File: src/common/ssw_pkg.sv
package ssw_pkg;

	// ----------------------------------------------------------------
	// Clock and unit scaling
	// ----------------------------------------------------------------
	localparam int CLK_PERIOD_NS    = 100;
	localparam int NS_PER_US        = 1000;
	localparam int NS_PER_MS        = 1000000;
	localparam int CNT_W            = 32;

	// ----------------------------------------------------------------
	// Times as specified
	// ----------------------------------------------------------------
	localparam int T_HOLD_MS        = 200;
	localparam int T_WD_OPEN_MS     = 1600;
	localparam int T_WD_OPEN_MIN_MS = 1360;
	localparam int T_WD_OPEN_MAX_MS = 1840;
	localparam int T_WD_RES_MS      = 200;
	localparam int T_WD_RES_MIN_MS  = 170;
	localparam int T_WD_RES_MAX_MS  = 230;
	localparam int T_INIT_US        = 381;
	localparam int T_SETUP_US       = 150;
	localparam int T_STD_SLOPE_US   = 3230;
	localparam int T_STD_BASE_US    = 381;
	localparam int T_EXT_SLOPE_US   = 77400;
	localparam int T_EXT_BASE_MS    = 55;
	localparam int CAP_UNITS_PER_NF = 10;

	// ----------------------------------------------------------------
	// Derived cycle counts
	// ----------------------------------------------------------------
	localparam int HOLD_CYC      = T_HOLD_MS * (NS_PER_MS / CLK_PERIOD_NS);
	localparam int WD_OPEN_CYC   = T_WD_OPEN_MS * (NS_PER_MS / CLK_PERIOD_NS);
	localparam int WD_RES_CYC    = T_WD_RES_MS * (NS_PER_MS / CLK_PERIOD_NS);
	localparam int INIT_CYC      = (T_INIT_US * NS_PER_US) / CLK_PERIOD_NS;
	localparam int SETUP_CYC     = (T_SETUP_US * NS_PER_US + CLK_PERIOD_NS - 1) / CLK_PERIOD_NS;
	localparam int STD_SLOPE_CYC = (T_STD_SLOPE_US * NS_PER_US)
		/ (CLK_PERIOD_NS * CAP_UNITS_PER_NF);
	localparam int STD_BASE_CYC  = (T_STD_BASE_US * NS_PER_US) / CLK_PERIOD_NS;
	localparam int EXT_SLOPE_CYC = (T_EXT_SLOPE_US * NS_PER_US)
		/ (CLK_PERIOD_NS * CAP_UNITS_PER_NF);
	localparam int EXT_BASE_CYC  = T_EXT_BASE_MS * (NS_PER_MS / CLK_PERIOD_NS);

	// ----------------------------------------------------------------
	// Register map
	// ----------------------------------------------------------------
	localparam int          ADDR_W       = 4;
	localparam logic [3:0]  REG_CTRL     = 4'h0;
	localparam logic [3:0]  REG_CAP      = 4'h4;
	localparam logic [3:0]  REG_STATUS   = 4'h8;
	localparam int          CTRL_EXT_BIT = 0;
	localparam int          CAP_W        = 14;
	localparam logic [13:0] CAP_RESET    = 14'h000a;
	localparam int          ST_RST_BIT   = 0;
	localparam int          ST_FAULT_BIT = 1;
	localparam int          ST_RUN_BIT   = 2;
	localparam int          ST_EVAL_BIT  = 3;
	localparam int          ST_CFG_LSB   = 4;
	localparam int          ST_SETUP_BIT = 6;
	localparam int          ST_CFGOK_BIT = 7;

	// ----------------------------------------------------------------
	// Types
	// ----------------------------------------------------------------
	typedef enum logic [1:0] {
		CFG_OPEN   = 2'h0,
		CFG_PULLUP = 2'h1,
		CFG_CAP    = 2'h2
	} ssw_cfg_t;

	typedef enum logic [2:0] {
		ST_DOWN = 3'h1,
		ST_HOLD = 3'h2,
		ST_RUN  = 3'h4
	} ssw_state_t;

endpackage

File: src/core/ssw_supervisor.sv
`timescale 1ns/1ps
`default_nettype none

module ssw_supervisor
	import ssw_pkg::*;
#(
	parameter int HOLD_CYCLES      = HOLD_CYC,
	parameter int WD_OPEN_CYCLES   = WD_OPEN_CYC,
	parameter int WD_RES_CYCLES    = WD_RES_CYC,
	parameter int STD_SLOPE_CYCLES = STD_SLOPE_CYC,
	parameter int STD_BASE_CYCLES  = STD_BASE_CYC,
	parameter int EXT_SLOPE_CYCLES = EXT_SLOPE_CYC,
	parameter int EXT_BASE_CYCLES  = EXT_BASE_CYC
) (
	input  wire logic              sys_clk,
	input  wire logic              rst,
	input  wire logic              clk_en,
	input  wire logic              supply_min_ok,
	input  wire logic              supply_above_thr,
	input  wire logic              supply_above_hyst,
	input  wire logic              manual_reset_n,
	input  wire logic              manual_reset_n_oe,
	input  wire logic [1:0]        timeout_config_pin,
	input  wire logic              watchdog_enable_select,
	input  wire logic              watchdog_kick_in,
	output logic                   sys_reset_n_o,
	output logic                   sys_reset_n_oe,
	output logic                   watchdog_fault_n_o,
	output logic                   watchdog_fault_n_oe,
	input  wire logic [ADDR_W-1:0] avs_address,
	input  wire logic              avs_read,
	input  wire logic              avs_write,
	input  wire logic [31:0]       avs_writedata,
	input  wire logic [3:0]        avs_byteenable,
	output logic [31:0]            avs_readdata,
	output logic                   avs_waitrequest
);

	// ----------------------------------------------------------------
	// Elaboration checks
	// ----------------------------------------------------------------
	if (HOLD_CYCLES < 1 || WD_OPEN_CYCLES < 1 || WD_RES_CYCLES < 1) begin : g_chk_cnt
		$error("ssw_supervisor: cycle counts must be at least 1");
	end
	if (longint'(EXT_SLOPE_CYCLES) * ((1 << CAP_W) - 1) + EXT_BASE_CYCLES
			>= (longint'(1) << CNT_W)) begin : g_chk_cap
		$error("ssw_supervisor: capacitor timeout overflows counter");
	end

	// ----------------------------------------------------------------
	// Declarations
	// ----------------------------------------------------------------
	ssw_state_t       state_q;
	ssw_state_t       state_d;
	ssw_cfg_t         cfg_q;
	logic             cfg_ok_q;
	logic             hyst_q;
	logic             eval_busy_q;
	logic             sel_q;
	logic             setup_busy_q;
	logic             kick_q;
	logic             fault_q;
	logic             ext_q;
	logic [CAP_W-1:0] cap_q;
	logic             wait_q;
	logic [31:0]      rdata_q;
	logic             rst_n_o_q;
	logic             rst_n_oe_q;
	logic             flt_n_o_q;
	logic             flt_n_oe_q;

	logic             mr_active;
	logic             supply_low;
	logic             may_release;
	logic             hold_exp;
	logic             eval_start;
	logic             eval_exp;
	logic             eval_busy_d;
	logic             sel_rise;
	logic             setup_exp;
	logic             setup_busy_d;
	logic             kick_fall;
	logic             wd_run;
	logic             kick_ok;
	logic             wd_exp;
	logic             fault_exp;
	logic             fault_d;
	logic             run_d;
	logic [CNT_W-1:0] cap_std;
	logic [CNT_W-1:0] cap_ext;
	logic [CNT_W-1:0] cap_lim;
	logic [CNT_W-1:0] wd_lim;

	logic             req;
	logic             rd_load;
	logic             wr_do;
	logic             hit_ctrl;
	logic             hit_cap;
	logic             hit_status;
	logic [31:0]      be_mask;
	logic [31:0]      ctrl_word;
	logic [31:0]      cap_word;
	logic [31:0]      status_word;
	logic [31:0]      rd_mux;
	logic [31:0]      ctrl_new;
	logic [31:0]      cap_new;

	// ----------------------------------------------------------------
	// Supply and manual reset decode
	// ----------------------------------------------------------------
	// A host that does not drive the pin leaves it pulled inactive
	assign mr_active   = manual_reset_n_oe && !manual_reset_n;
	assign supply_low  = !supply_min_ok || !supply_above_thr;
	// Release needs the upper, hysteresis-raised level, not just the threshold
	assign may_release = supply_min_ok && supply_above_hyst && !mr_active;

	// ----------------------------------------------------------------
	// Reset sequencer
	// ----------------------------------------------------------------
	always_comb begin
		state_d = state_q;
		unique case (state_q)
			ST_DOWN: begin
				if (may_release) begin
					state_d = ST_HOLD;
				end
			end
			ST_HOLD: begin
				if (supply_low || mr_active) begin
					state_d = ST_DOWN;
				end else if (hold_exp) begin
					state_d = ST_RUN;
				end
			end
			ST_RUN: begin
				// Watchdog state has no path into here
				if (supply_low || mr_active) begin
					state_d = ST_DOWN;
				end
			end
			default: begin
				state_d = ST_DOWN;
			end
		endcase
	end

	assign run_d = (state_d == ST_RUN);

	ssw_tick_count #(
		.W       (CNT_W)
	) u_hold (
		.sys_clk (sys_clk),
		.rst     (rst),
		.clk_en  (clk_en),
		.clear   (state_q != ST_HOLD),
		.run     (1'b1),
		.limit   (CNT_W'(HOLD_CYCLES)),
		.expired (hold_exp)
	);

	// ----------------------------------------------------------------
	// Timing pin evaluation
	// ----------------------------------------------------------------
	assign eval_start  = supply_above_hyst && !hyst_q;
	assign eval_busy_d = eval_start || (eval_busy_q && !eval_exp);

	ssw_tick_count #(
		.W       (CNT_W)
	) u_eval (
		.sys_clk (sys_clk),
		.rst     (rst),
		.clk_en  (clk_en),
		.clear   (eval_start),
		.run     (eval_busy_q),
		.limit   (CNT_W'(INIT_CYC)),
		.expired (eval_exp)
	);

	// ----------------------------------------------------------------
	// Timeout selection
	// ----------------------------------------------------------------
	assign cap_std = CNT_W'(CNT_W'(cap_q) * CNT_W'(STD_SLOPE_CYCLES)
		+ CNT_W'(STD_BASE_CYCLES));
	assign cap_ext = CNT_W'(CNT_W'(cap_q) * CNT_W'(EXT_SLOPE_CYCLES)
		+ CNT_W'(EXT_BASE_CYCLES));
	assign cap_lim = ext_q ? cap_ext : cap_std;
	// Unknown class code falls back to the longest factory timeout
	assign wd_lim  = (cfg_q == CFG_CAP)    ? cap_lim :
	                 (cfg_q == CFG_PULLUP) ? CNT_W'(WD_RES_CYCLES) :
	                                         CNT_W'(WD_OPEN_CYCLES);

	// ----------------------------------------------------------------
	// Watchdog
	// ----------------------------------------------------------------
	assign sel_rise     = watchdog_enable_select && !sel_q;
	assign setup_busy_d = sel_rise || (setup_busy_q && !setup_exp);

	ssw_tick_count #(
		.W       (CNT_W)
	) u_setup (
		.sys_clk (sys_clk),
		.rst     (rst),
		.clk_en  (clk_en),
		.clear   (sel_rise),
		.run     (setup_busy_q),
		.limit   (CNT_W'(SETUP_CYC)),
		.expired (setup_exp)
	);

	// The timer is idle without a settled class; a stale one would time wrongly
	assign wd_run    = watchdog_enable_select && (state_q == ST_RUN)
		&& cfg_ok_q && !eval_busy_q;
	// Sampled every cycle: a host level shorter than one period may be missed
	assign kick_fall = kick_q && !watchdog_kick_in;
	assign kick_ok   = kick_fall && wd_run && !setup_busy_q && !fault_q;

	ssw_tick_count #(
		.W       (CNT_W)
	) u_wd (
		.sys_clk (sys_clk),
		.rst     (rst),
		.clk_en  (clk_en),
		.clear   (!wd_run || kick_ok || fault_q),
		.run     (1'b1),
		.limit   (wd_lim),
		.expired (wd_exp)
	);

	ssw_tick_count #(
		.W       (CNT_W)
	) u_fault (
		.sys_clk (sys_clk),
		.rst     (rst),
		.clk_en  (clk_en),
		.clear   (!fault_q),
		.run     (1'b1),
		.limit   (CNT_W'(HOLD_CYCLES)),
		.expired (fault_exp)
	);

	// Gated by the next state too, so fault and reset are never driven together
	assign fault_d = wd_run && run_d && (fault_q ? !fault_exp : wd_exp);

	// ----------------------------------------------------------------
	// Register bus decode
	// ----------------------------------------------------------------
	assign req        = avs_read || avs_write;
	assign rd_load    = avs_read && wait_q;
	assign wr_do      = avs_write && !avs_read && !wait_q;
	assign hit_ctrl   = (avs_address == REG_CTRL);
	assign hit_cap    = (avs_address == REG_CAP);
	assign hit_status = (avs_address == REG_STATUS);
	assign be_mask    = {{8{avs_byteenable[3]}}, {8{avs_byteenable[2]}},
	                     {8{avs_byteenable[1]}}, {8{avs_byteenable[0]}}};

	assign ctrl_word  = 32'(ext_q) << CTRL_EXT_BIT;
	assign cap_word   = 32'(cap_q);
	assign status_word = (32'(state_q != ST_RUN) << ST_RST_BIT)
		| (32'(fault_q) << ST_FAULT_BIT)
		| (32'(wd_run) << ST_RUN_BIT)
		| (32'(eval_busy_q) << ST_EVAL_BIT)
		| (32'(cfg_q) << ST_CFG_LSB)
		| (32'(setup_busy_q) << ST_SETUP_BIT)
		| (32'(cfg_ok_q) << ST_CFGOK_BIT);

	// Unmapped reads return zero, writes there are dropped
	assign rd_mux   = hit_ctrl   ? ctrl_word :
	                  hit_cap    ? cap_word :
	                  hit_status ? status_word : 32'h0000_0000;
	assign ctrl_new = (ctrl_word & ~be_mask) | (avs_writedata & be_mask);
	assign cap_new  = (cap_word & ~be_mask) | (avs_writedata & be_mask);

	// ----------------------------------------------------------------
	// State registers
	// ----------------------------------------------------------------
	always_ff @(posedge sys_clk or posedge rst) begin
		if (rst) begin
			state_q      <= ST_DOWN;
			hyst_q       <= 1'b0;
			eval_busy_q  <= 1'b0;
			sel_q        <= 1'b0;
			setup_busy_q <= 1'b0;
			kick_q       <= 1'b0;
			fault_q      <= 1'b0;
		end else if (clk_en) begin
			state_q      <= state_d;
			hyst_q       <= supply_above_hyst;
			eval_busy_q  <= eval_busy_d;
			sel_q        <= watchdog_enable_select;
			setup_busy_q <= setup_busy_d;
			kick_q       <= watchdog_kick_in;
			fault_q      <= fault_d;
		end
	end

	// Class is latched when evaluation finishes
	always_ff @(posedge sys_clk or posedge rst) begin
		if (rst) begin
			cfg_q    <= CFG_OPEN;
			cfg_ok_q <= 1'b0;
		end else if (clk_en) begin
			if (eval_start) begin
				cfg_ok_q <= 1'b0;
			end else if (eval_busy_q && eval_exp) begin
				cfg_q    <= ssw_cfg_t'(timeout_config_pin);
				cfg_ok_q <= 1'b1;
			end
		end
	end

	// ----------------------------------------------------------------
	// Software registers and bus handshake
	// ----------------------------------------------------------------
	always_ff @(posedge sys_clk or posedge rst) begin
		if (rst) begin
			ext_q   <= 1'b0;
			cap_q   <= CAP_RESET;
			wait_q  <= 1'b1;
			rdata_q <= 32'h0000_0000;
		end else if (clk_en) begin
			wait_q <= req ? !wait_q : 1'b1;
			if (rd_load) begin
				rdata_q <= rd_mux;
			end
			if (wr_do && hit_ctrl) begin
				ext_q <= ctrl_new[CTRL_EXT_BIT];
			end
			if (wr_do && hit_cap) begin
				cap_q <= cap_new[CAP_W-1:0];
			end
		end
	end

	// ----------------------------------------------------------------
	// Open-drain pins
	// ----------------------------------------------------------------
	always_ff @(posedge sys_clk or posedge rst) begin
		if (rst) begin
			rst_n_o_q  <= 1'b0;
			rst_n_oe_q <= 1'b1;
			flt_n_o_q  <= 1'b1;
			flt_n_oe_q <= 1'b0;
		end else if (clk_en) begin
			rst_n_o_q  <= run_d;
			rst_n_oe_q <= !run_d;
			flt_n_o_q  <= !fault_d;
			flt_n_oe_q <= fault_d;
		end
	end

	assign sys_reset_n_o       = rst_n_o_q;
	assign sys_reset_n_oe      = rst_n_oe_q;
	assign watchdog_fault_n_o  = flt_n_o_q;
	assign watchdog_fault_n_oe = flt_n_oe_q;
	assign avs_readdata        = rdata_q;
	assign avs_waitrequest     = wait_q;

endmodule // ssw_supervisor

`default_nettype wire

File: src/core/ssw_tick_count.sv
`timescale 1ns/1ps
`default_nettype none

module ssw_tick_count #(
	parameter int W = 32
) (
	input  wire logic         sys_clk,
	input  wire logic         rst,
	input  wire logic         clk_en,
	input  wire logic         clear,
	input  wire logic         run,
	input  wire logic [W-1:0] limit,
	output logic              expired
);

	logic [W-1:0] cnt_q;
	logic [W-1:0] cnt_d;

	// Compare with >= so a limit lowered mid-count still expires
	assign expired = (cnt_q >= limit);
	assign cnt_d   = clear ? '0 : ((run && !expired) ? cnt_q + 1'b1 : cnt_q);

	always_ff @(posedge sys_clk or posedge rst) begin
		if (rst) begin
			cnt_q <= '0;
		end else if (clk_en) begin
			cnt_q <= cnt_d;
		end
	end

	if (W < 2) begin : g_chk
		$error("ssw_tick_count: width below 2");
	end

endmodule // ssw_tick_count

`default_nettype wire

File: config.mk
export PLATFORM = sky130hd
export DESIGN_NAME = ssw_supervisor
export DESIGN_NICKNAME = d
export VERILOG_FILES = /design/src/common/ssw_pkg.sv /design/src/core/ssw_supervisor.sv /design/src/core/ssw_tick_count.sv
export SDC_FILE = /design/constraint.sdc
export NUM_CORES = 1
export LEC_CHECK = 0
export ABC_AREA = 1
export BUFFER_PORTS_ARGS = -buffer_cell sky130_fd_sc_hd__buf_2
export CAP_MARGIN = 0
export CORE_UTILIZATION = 55
export CTS_CLUSTER_SIZE = 24
export DETAILED_ROUTE_END_ITERATION = 10
export PLACE_DENSITY = 0.79
export SLEW_MARGIN = 20
export SYNTH_ARGS = -nofsm -noshare
export SYNTH_HDL_FRONTEND = slang
export SYNTH_SLANG_ARGS = --single-unit
File: constraint.sdc
create_clock -name sys_clk -period 8.4 [get_ports sys_clk]
set_input_delay 1.68 -clock sys_clk [delete_from_list [all_inputs] [get_ports sys_clk]]
set_output_delay 1.68 -clock sys_clk [all_outputs]
set_load 0.02 [all_outputs]
**Yosys cells after proc, flatten, opt, wreduce, memory -nomap -nowiden**

Index checks and enable logic that the tools add are counted.

- Register bits: 223
- Output and inout port bits: 37

- $add $sub $neg: 7
- Multiply operators: 2
- Magnitude comparators: 5
- Eq/ne operators: 13
- Mux-type cells: 25
- Bitwise logic cells: 13
- Reductions and logical operators: 61

Operator list:

| kind | number |
|---|---|
| $mux W32 | 12 |
| $add A32 B1 Y32 const B | 5 |
| $ge A32 B21 Y1 const B | 2 |
| $add A31 B20 Y32 const B | 1 |
| $ge A32 B11 Y1 const B | 1 |
| $ge A32 B12 Y1 const B | 1 |
| $ge A32 B32 Y1 | 1 |
| $and A14 B14 Y14 | 2 |
| $mul A14 B14 Y28 const B | 1 |
| $mux W14 | 2 |
| $add A26 B12 Y27 const B | 1 |
| $mul A14 B11 Y25 const B | 1 |
| $mux W24 | 1 |
| $logic_and A1 B1 Y1 | 22 |
| $logic_not A1 Y1 | 18 |
| $reduce_and A2 Y1 | 9 |
| $not A14 Y14 | 1 |
| $or A14 B14 Y14 | 1 |
| $mux W3 | 4 |
| $pmux W3 S3 | 1 |
| $mux W8 | 1 |
| $or A7 B8 Y8 | 1 |
| $logic_or A1 B1 Y1 | 7 |
| $or A6 B7 Y7 | 1 |
| 22 further kinds | 29 |

**Depth between registers and ports, before layout**

Gate-level depths: netlist (run 1).

- Depth after elaboration: 12
- Depth in mapped cells: 44
- Depth with buffers taken out: 43

**Hierarchy**

From an unflattened synthesis (run 1), not the netlist that was laid out.

- Cell total of the unflattened synthesis: 4,041
- Area, all modules: 27,311.2 µm²

By module, submodules not included:

| module | times used | cells each | area an instance (µm²) | sequential area each (µm²) |
|---|---|---|---|---|
| ssw_tick_count | 5 | 480 | 3,145.5 | 800.8 |
| ssw_supervisor | 1 | 1,641 | 11,583.6 | 1,133.6 |

**Worst setup path before layout (run 1)**

No wires, ideal clock.

- Path kind: flip-flop to flip-flop
- Start: reg (tool-made name)
- End: reg u_wd.cnt_q[10]
- Arrival: 6.439 ns
- Required time: 8.265 ns
- Path slack: 1.827 ns
- Stages on the path, launching flop included: 39
- Path buffers: 1
- Clock period less this slack: 6.573 ns
- Path through: dfrtp_1 -> ha_1 -> inv_1 -> fa_1 -> fa_1 -> inv_1 -> fa_1 -> fa_1 -> inv_1 -> fa_1 -> inv_1 -> ha_1 -> nand2_1 -> inv_1 -> nand2_1 -> nand2_1 -> inv_1 -> nor2_1 -> [... 3 more ...] -> nand3_1 -> nor3_2 -> nand2_4 -> nor2_4 -> nand4_1 -> ha_1 -> nand2_1 -> inv_1 -> nand3_1 -> inv_1 -> nand2_1 -> nor4_1 -> nand4_1 -> nand3_1 -> nand2_1 -> nand2_2 -> buf_2 -> o31ai_1

RTL lines:

| what | RTL line | source |
|---|---|---|
| to (signal assigned) | ssw_tick_count.sv:27 | `cnt_q <= cnt_d;` |
| to (decl) | ssw_tick_count.sv:16 | `logic [W-1:0] cnt_q;` |

==> impl_metrics.json, run 1 <==
{
  "cts_buffers": 23,
  "final_hold_viol_count": 0,
  "synth-edff-count": 0,
  "final_max_slew_viol_count": 0,
  "nets": 3175,
  "dieArea_um2": 37500,
  "cap_violations": 0,
  "max_freq_mhz": 127.5,
  "post-route-util_pct": 60.70,
  "drt-initial-drc-count": 1357,
  "yosys_warnings": 0,
  "worst_setup_path_end_kind": "register",
  "clockRootBuffer": "clkbuf_16",
  "ys_seq_elements": 205,
  "finalSetupTns_ns": 0,
  "seq_area_um2": 5137,
  "cp-start-kind": "register",
  "die_w_um": 193.7,
  "viasPerCell": 5.452,
  "cp.required_ns": 8.84,
  "ios": 91,
  "cts_buffer_depth": 3,
  "ys_async_sr_fraction_pct": 100.0,
  "synth_ff_type": "dfrtp_1",
  "core_um2": 35830,
  "post_cts_resized": 0,
  "fillers": 3110,
  "grt_pass1_vias": 17920,
  "crit_buf_inv": 8,
  "min_period_ns": 7.844,
  "hold_path_class": "reg2reg",
  "wl_um": 52350,
  "setup_violations": 0,
  "max_slew_margin_pct": 32.72,
  "syn_avg_cell_area_um2": 7.357,
  "htreeDepth": 1,
  "worst_slew_pin_slew_ns": 1.007,
  "antenna_found_initial": 0,
  "vias": 17830,
  "final_cell_mix": "nand2_1 (574), inv_1 (543), nor2_1 (249)",
  "port_buffers": 52,
  "cts_setup_buffers": 0,
  "rows": 69,
  "insertedDiodeCount": 0,
  "rsz0062_at_grt": "false",
  "final_common_cell": "nand2_1",
  "ctsHoldBuffers": 0,
  "synthToLayoutAreaGrowth_pct": 7.649,
  "dp_hpwl_um": 41750,
  "layout-drive-gt1-share_pct": 7.687,
  "syn_inst": 2746,
  "cts_tree": "built",
  "fin_worst_skew_ns": 0.02122,
  "crit_fanout": 64,
  "finalCritPeriodShare_pct": 93.38,
  "critPathMaxStageDelay_ns": 0.73,
  "clock_sinks": 205,
  "outcome": "complete, no violations",
  "grtUsageTotal_pct": 28.55,
  "die_y_um": 193.7,
  "crit_top_cell": "nand2_1",
  "grt_pass1_wl_um": 87680,
  "clk_pin_slew_worst_paths_ns": 0.06,
  "grt-ovfl-total": 0,
  "netlist_area_um2": 20200,
  "firstDrtPassIters": 5,
  "crit_slowest_cell": "dfrtp_1",
  "worst_ep_arrival_time_ns": 8.28,
  "clkLatencyLatePin_ns": 0.55,
  "start_util_pct": 56.39,
  "ant_nets": 0,
  "wl_per_cell_um": 16.01,
  "grt_max_degree": 134,
  "critPathTopFamily": "adder cells",
  "ys_types": 56,
  "drc": 0,
  "ys_seq_area_share_pct": 25.43,
  "gp_congestion": 0.9921,
  "multi_input_area_um2": 12730,
  "path_class": "reg2reg"
}
==> worst register-to-register path, delay by kind of cell, from the launching register on <==
family | cells | cell delay (ns)
DFF | 1 | 0.73
adders and majority gates | 8 | 3.31
and+or+nand+nor | 19 | 2.01
buffers and inverters | 8 | 0.82
AOI/OAI and AO/OA | 4 | 0.87
==> cell type report <==
type,count,area share [%]
sequential,205,23.62
clock inverter,10,0.7997
tap,461,2.652
inverter,559,9.682
clock buffer,32,3.124
multi-input combinational,1942,58.52
timing repair buffer,62,1.599
==> worst paths after layout <==
check / to / slack (ns) / cells past startpoint / startpoint
setup / recovery: u_wd.cnt_q[27]$_DFFE_PP0P_ / 0.56 / 39 / register
hold / removal: avs_readdata[10]$_DFFE_PP0P_ / 0.48 / 2 / avs_readdata[10]$_DFFE_PP0P_
setup reg to reg: u_wd.cnt_q[27]$_DFFE_PP0P_ / 0.56 / 39 / register
hold reg to reg: avs_readdata[10]$_DFFE_PP0P_ / 0.48 / 2 / avs_readdata[10]$_DFFE_PP0P_
max in group asynchronous: asynchronous set/reset pin / 5.63 / 3 / rst
min in group asynchronous: u_hold.cnt_q[4]$_DFFE_PP0P_ / 1.32 / 2 / rst
==> kinds of logic after synthesis <==
group | count (synthesis) | synth area share, %
compound gates | 315 | 8.683
xor+xnor | 59 | 2.706
fa+ha+maj | 328 | 24.14
buf+inv | 616 | 11.89
flops | 205 | 25.43
mux | 2 | 0.1115
other cells | 1 | 0.01856
simple gates | 1220 | 27.02
==> stage by stage <==
stage / instance area, um2 / std cells / worst slack [ns] / hold slack [ns]
floorplan: 20270 / 2763 / 1.134 / 0.4537
global placement: 20900 / 3229 / 0.8666 / 0.4555
detailed placement: 20900 / 3229 / 0.7293 / 0.4658
CTS: 21750 / 3271 / 0.6573 / 0.4826
global route: 21750 / 3271 / 0.03987 / 0.5116
finish: 21750 / 3271 / 0.5558 / 0.4806
==> state kept, by name, indices dropped and copies added, names as in the netlist, 2 cells and up, named ones only <==
register       cells
avs_readdata      14
cfg_q              2
state_q            3
u_eval.cnt_q      32
u_fault.cnt_q     32
u_hold.cnt_q      32
u_setup.cnt_q     32
u_wd.cnt_q        32
==> synth_stat cells, types with 14 or more instances <==
master    count  area, um2
nor2_2       18      112.6
nand4_1      57      356.6
nor2_1      249      934.7
ha_1        225       2815
fa_1        103       2062
dfrtp_1     199       4980
inv_2        14      52.55
nor4_1       16      100.1
xnor2_1      20      175.2
buf_4        18      135.1
clkbuf_1     19      71.32
o31ai_1      29      217.7
nor3_1       63      315.3
nand2_1     574       2155
a21oi_1     131      655.6
buf_2        18      90.09
o21ai_0     109      545.5
nand2_2      39      244.0
xor2_1       35      306.5
inv_1       544       2042
nand3_1     154      770.7
==> per-layer routing <==
metal / GRT usage [%] / routed length [um]
met5: 0 / 0
met4: 8.415 / 1325
met3: 4.262 / 3314
met2: 48.27 / 24420
met1: 37.88 / 23300
Power of run 1 is left out: the tool's default activity adds up to more than one toggle a clock period on the data nets, which glitch-free logic cannot reach.
==> run 2, diff against run 1 <==
--- a/config.mk
+++ b/config.mk
@@ -8,10 +8,13 @@
 export ABC_AREA = 1
 export BUFFER_PORTS_ARGS = -buffer_cell sky130_fd_sc_hd__buf_2
 export CAP_MARGIN = 0
-export CORE_UTILIZATION = 55
+export CELL_PAD_IN_SITES_DETAIL_PLACEMENT = 1
+export CELL_PAD_IN_SITES_GLOBAL_PLACEMENT = 1
+export CORE_UTILIZATION = 47
 export CTS_CLUSTER_SIZE = 24
 export DETAILED_ROUTE_END_ITERATION = 10
-export PLACE_DENSITY = 0.79
+export GPL_TIMING_DRIVEN = 0
+export PLACE_DENSITY = 0.89
 export SLEW_MARGIN = 20
 export SYNTH_ARGS = -nofsm -noshare
 export SYNTH_HDL_FRONTEND = slang
==> run 2 against run 1 <==
Net effect: cell area grew 2.1%; clock skew down 0.0099 ns; maximum frequency down 1.6%; worst setup slack worse by 0.13 ns; core utilization down 8.0 points; hold slack improved by 0.011 ns; cell count up 4.1%; via count is 6.3% higher; critical path depth shrank 7; sequential cell count unchanged; first-iteration DRC count is 10% lower; highest routed layer unchanged.
==> impl_metrics.json, run 2 (synthesized netlist as in run 1, its figures left out) <==
{
  "outcome": "complete, no violations",
  "die_w_um": 209.3,
  "max_slew_margin_pct": 45.95,
  "worst_setup_path_end_kind": "register",
  "core_um2": 42130,
  "worst_slew_pin_slew_ns": 0.8046,
  "vias": 18960,
  "nets": 3232,
  "synthToLayoutAreaGrowth_pct": 9.884,
  "viasPerCell": 5.568,
  "setup_violations": 0,
  "cts_tree": "built",
  "rows": 75,
  "final_cell_mix": "nand2_1 (574), inv_1 (541), nor2_1 (249)",
  "cts_buffer_depth": 3,
  "wl_per_cell_um": 19.41,
  "cts_buffers": 23,
  "critPathMaxStageDelay_ns": 0.67,
  "fin_worst_skew_ns": 0.01136,
  "wl_um": 66100,
  "final_common_cell": "nand2_1",
  "ant_nets": 0,
  "grtUsageTotal_pct": 30.59,
  "crit_slowest_cell": "dfstp_4",
  "post-route-util_pct": 52.69,
  "start_util_pct": 47.95,
  "grt_pass1_vias": 20620,
  "dieArea_um2": 43820,
  "firstDrtPassIters": 5,
  "worst_ep_arrival_time_ns": 8.41,
  "cp.required_ns": 8.83,
  "final_max_slew_viol_count": 0,
  "path_class": "reg2reg",
  "cp-start-kind": "register",
  "cap_violations": 0,
  "clock_sinks": 205,
  "fillers": 5389,
  "hold_ws_ns": 0.4919,
  "die_y_um": 209.3,
  "htreeDepth": 1,
  "clk_pin_slew_worst_paths_ns": 0.07,
  "crit_fanout": 10,
  "finalCritPeriodShare_pct": 94.92,
  "layout-drive-gt1-share_pct": 9.069,
  "gp_congestion": 0.9635,
  "grt_pass1_wl_um": 106900,
  "final_hold_viol_count": 0,
  "grt-ovfl-total": 0,
  "clockRootBuffer": "clkbuf_16",
  "ios": 91,
  "ctsHoldBuffers": 0,
  "drc": 0,
  "crit_top_cell": "nand2_1",
  "insertedDiodeCount": 0,
  "drt-initial-drc-count": 1218,
  "port_buffers": 52,
  "dp_hpwl_um": 53170,
  "clkLatencyLatePin_ns": 0.55,
  "min_period_ns": 7.973,
  "max_freq_mhz": 125.4,
  "antenna_found_initial": 0,
  "hold_path_class": "reg2reg",
  "grt_max_degree": 90,
  "rsz0062_at_grt": "false"
}
[run 2: changes by cell type in the layout (fill, tap and decap cells not counted), moves of 3 or more]
cell / previous run / this run
clkbuf_1: 2 / 26
buf_4: 9 / 27
buf_2: 52 / 66
dfrtp_1: 199 / 193
dfrtp_2: 0 / 5
clkbuf_8: 7 / 4
[run 2: critical path: cells and delay by family, from the launching register on]
family          cells  cell delay [ns]
buf+inv             6             0.71
fa+ha+maj           7             2.89
xor+xnor            1             0.39
compound gates      3             0.87
flops               1             0.67
simple gates       15             2.31
[run 2: final timing paths]
kind                                                    from                            to  slack (ns)  cells past startpoint
worst max-delay path                                register    u_wd.cnt_q[25]$_DFFE_PP0P_        0.43                     32
worst min-delay path            u_eval.cnt_q[24]$_DFFE_PP0P_  u_eval.cnt_q[24]$_DFFE_PP0P_        0.49                      2
worst max register to register                      register    u_wd.cnt_q[25]$_DFFE_PP0P_        0.43                     32
worst min register to register  u_eval.cnt_q[24]$_DFFE_PP0P_  u_eval.cnt_q[24]$_DFFE_PP0P_        0.49                      2
max in group asynchronous                                rst    asynchronous set/reset pin        6.51                      3
min in group asynchronous                                rst  u_hold.cnt_q[25]$_DFFE_PP0P_        1.12                      2
[run 2: per-layer routing]
layer	track usage (%)	up-vias	routed length (um)
met1	37.34	9430	27360
li1	-	8882	-
met4	10.90	0	2223
met3	3.995	154	3449
met5	0	-	0
met2	55.09	497	33070
[run 2: layout make-up]
type	count	area, um2	share of cell area (%)
timing repair buffer	62	387.9	1.747
sequential	205	5155	23.22
buffer	57	314.1	1.415
clock buffer	34	656.9	2.959
tap	539	674.4	3.038
clock inverter	8	140.1	0.6312
inverter	559	2113	9.519
multi-input combinational	1942	12760	57.47
[run 2: timing repair]
item,4_1_cts,5_1_grt
gates cloned,0,0
resized for setup,1,23
setup endpoints to repair,30,34
buffers inserted,0,8
[run 2: metrics by stage]
step	area [um2]	setup TNS (ns)	instances	worst slack (ns)
after floorplan	20270	0	2763	1.134
after global placement	21200	-197.85	3354	-1.009
after detailed placement	21260	0	3356	0.0005880
after CTS	22060	0	3398	0.03437
after global routing	22200	0	3406	0.05977
final	22200	0	3406	0.4269
Power of run 2 is left out for the same reason.
==> run 3, diff against run 2 <==
==> constraint.sdc (replaced) <==
create_clock -name sys_clk -period 8.15 [get_ports sys_clk]
set_input_delay 1.63 -clock sys_clk [delete_from_list [all_inputs] [get_ports sys_clk]]
set_output_delay 1.63 -clock sys_clk [all_outputs]
set_load 0.02 [all_outputs]
==> run 3 against run 2 <==
Net effect: critical path depth grew 3; first-iteration DRC count grew 8.3%; sequential cell count is the same; sequential share of layout area is essentially flat; core utilization grew 0.13 points; clock skew is essentially flat; non-clock buffer count grew 3; die area is the same; cell area grew 0.24%; register-to-register slack lost 0.15 ns.
==> impl_metrics.json, run 3 (synthesized netlist as in run 1, its figures left out) <==
{
  "grt_pass1_wl_um": 107000,
  "clk_pin_slew_worst_paths_ns": 0.07,
  "layout-drive-gt1-share_pct": 9.373,
  "cts_tree": "built",
  "nets": 3235,
  "max_slew_margin_pct": 45.96,
  "dieArea_um2": 43820,
  "synthToLayoutAreaGrowth_pct": 10.15,
  "antenna_found_initial": 0,
  "port_buffers": 52,
  "worst_slew_pin_slew_ns": 0.8044,
  "cp.required_ns": 8.59,
  "clockRootBuffer": "clkbuf_16",
  "finalSetupTns_ns": 0,
  "insertedDiodeCount": 0,
  "holdPathEnd": "u_eval.cnt_q[24]$_DFFE_PP0P_",
  "setup_violations": 0,
  "multi_input_area_um2": 12790,
  "rows": 75,
  "fin_worst_skew_ns": 0.01090,
  "outcome": "complete, no violations",
  "grt_max_degree": 90,
  "firstDrtPassIters": 5,
  "dp_hpwl_um": 53170,
  "drt-initial-drc-count": 1319,
  "seq_area_um2": 5161,
  "min_period_ns": 7.875,
  "hold_path_class": "reg2reg",
  "crit_fanout": 10,
  "cap_violations": 0,
  "die_y_um": 209.3,
  "r2r_cells": 35,
  "grt_pass1_vias": 20590,
  "finalCritPeriodShare_pct": 96.62,
  "final_max_slew_viol_count": 0,
  "worst_setup_path_end_kind": "register",
  "clkLatencyLatePin_ns": 0.54,
  "hold_start": "u_eval.cnt_q[24]$_DFFE_PP0P_",
  "r2r_slack_ns": 0.28,
  "cts_buffer_depth": 3,
  "cts_buffers": 23,
  "vias": 18880,
  "placed_area_um2": 21260,
  "ctsHoldBuffers": 0,
  "critPathMaxStageDelay_ns": 0.73,
  "wl_um": 66090,
  "path_class": "reg2reg",
  "final_common_cell": "nand2_1",
  "grtUsageTotal_pct": 30.63,
  "die_w_um": 209.3,
  "post-route-util_pct": 52.82,
  "design_area_um2": 22250,
  "start_util_pct": 47.95,
  "final_hold_viol_count": 0,
  "cp-start-kind": "register",
  "ant_nets": 0,
  "worst_ep_arrival_time_ns": 8.32,
  "rr_endpoint": "u_wd.cnt_q[25]$_DFFE_PP0P_",
  "ios": 91,
  "core_um2": 42130,
  "wl_per_cell_um": 19.39,
  "clock_sinks": 205,
  "viasPerCell": 5.539,
  "gp_congestion": 0.9635,
  "htreeDepth": 1,
  "drc": 0,
  "hold_depth": 2,
  "crit_top_cell": "nand2_1",
  "fillers": 5385,
  "final_cell_mix": "nand2_1 (574), inv_1 (541), nor2_1 (248)",
  "grt-ovfl-total": 0,
  "max_freq_mhz": 127.0,
  "crit_slowest_cell": "dfstp_4"
}
-- run 3: how the worst max path moves through the flow --
| stage | start | end | slack (ns) | depth (start not counted) |
|---|---|---|---|---|
| finish | register | u_wd.cnt_q[25]$_DFFE_PP0P_ | 0.28 | 35 |
| global route | register | u_wd.cnt_q[16]$_DFFE_PP0P_ | -0.04 | 34 |
| CTS | register | u_wd.cnt_q[25]$_DFFE_PP0P_ | 0.01 | 40 |
| detailed placement | register | u_wd.cnt_q[25]$_DFFE_PP0P_ | -0.25 | 37 |
| global placement | rst | u_wd.cnt_q[16]$_DFFE_PP0P_ | -1.21 | 2 |
| floorplan | rst | asynchronous set/reset pin | 0.93 | 1 |
-- run 3: critical path: cells and delay by family (launching register included) --
family	cells	cell delay [ns]
AND/OR/NAND/NOR	17	2.37
flip-flops	1	0.73
AO/OA/AOI/OAI	5	0.70
adder cells (fa/ha/maj)	8	3.42
buffers and inverters	5	0.53
-- run 3: layer usage --
layer,up-vias,share of wire (%),GRT usage (%),wire length (um)
li1,8887,-,-,-
met1,9348,42,37.53,27460
met2,502,50,55.30,33060
met3,146,5.1,3.771,3376
met4,0,3.3,10.62,2199
met5,-,0,0,0
-- run 3: final cells by class --
cell class | instances | area share [%]
Multi-Input combinational cell | 1942 | 57.49
Sequential cell | 205 | 23.19
Inverter | 559 | 9.496
Tap cell | 539 | 3.030
Clock buffer | 34 | 2.952
Timing Repair Buffer | 65 | 1.788
Buffer | 57 | 1.422
Clock inverter | 8 | 0.6297
-- run 3: repair_timing --
item	4_1_cts	5_1_grt
setup endpoints to repair	32	34
cloned	0	0
buffers inserted	0	11
hold endpoints to repair	0	0
gates resized for setup	6	32
-- run 3: stage by stage --
stage	instances	setup slack (ns)	hold WS, ns
4_1_cts	3398	0.009615	0.4933
3_3_place_gp	3354	-1.209	0.4543
3_5_place_dp	3356	-0.2494	0.4748
5_1_grt	3409	-0.03840	0.5112
2_1_floorplan	2763	0.9342	0.4537
6_report	3409	0.2752	0.4920
Power of run 3 is left out for the same reason.
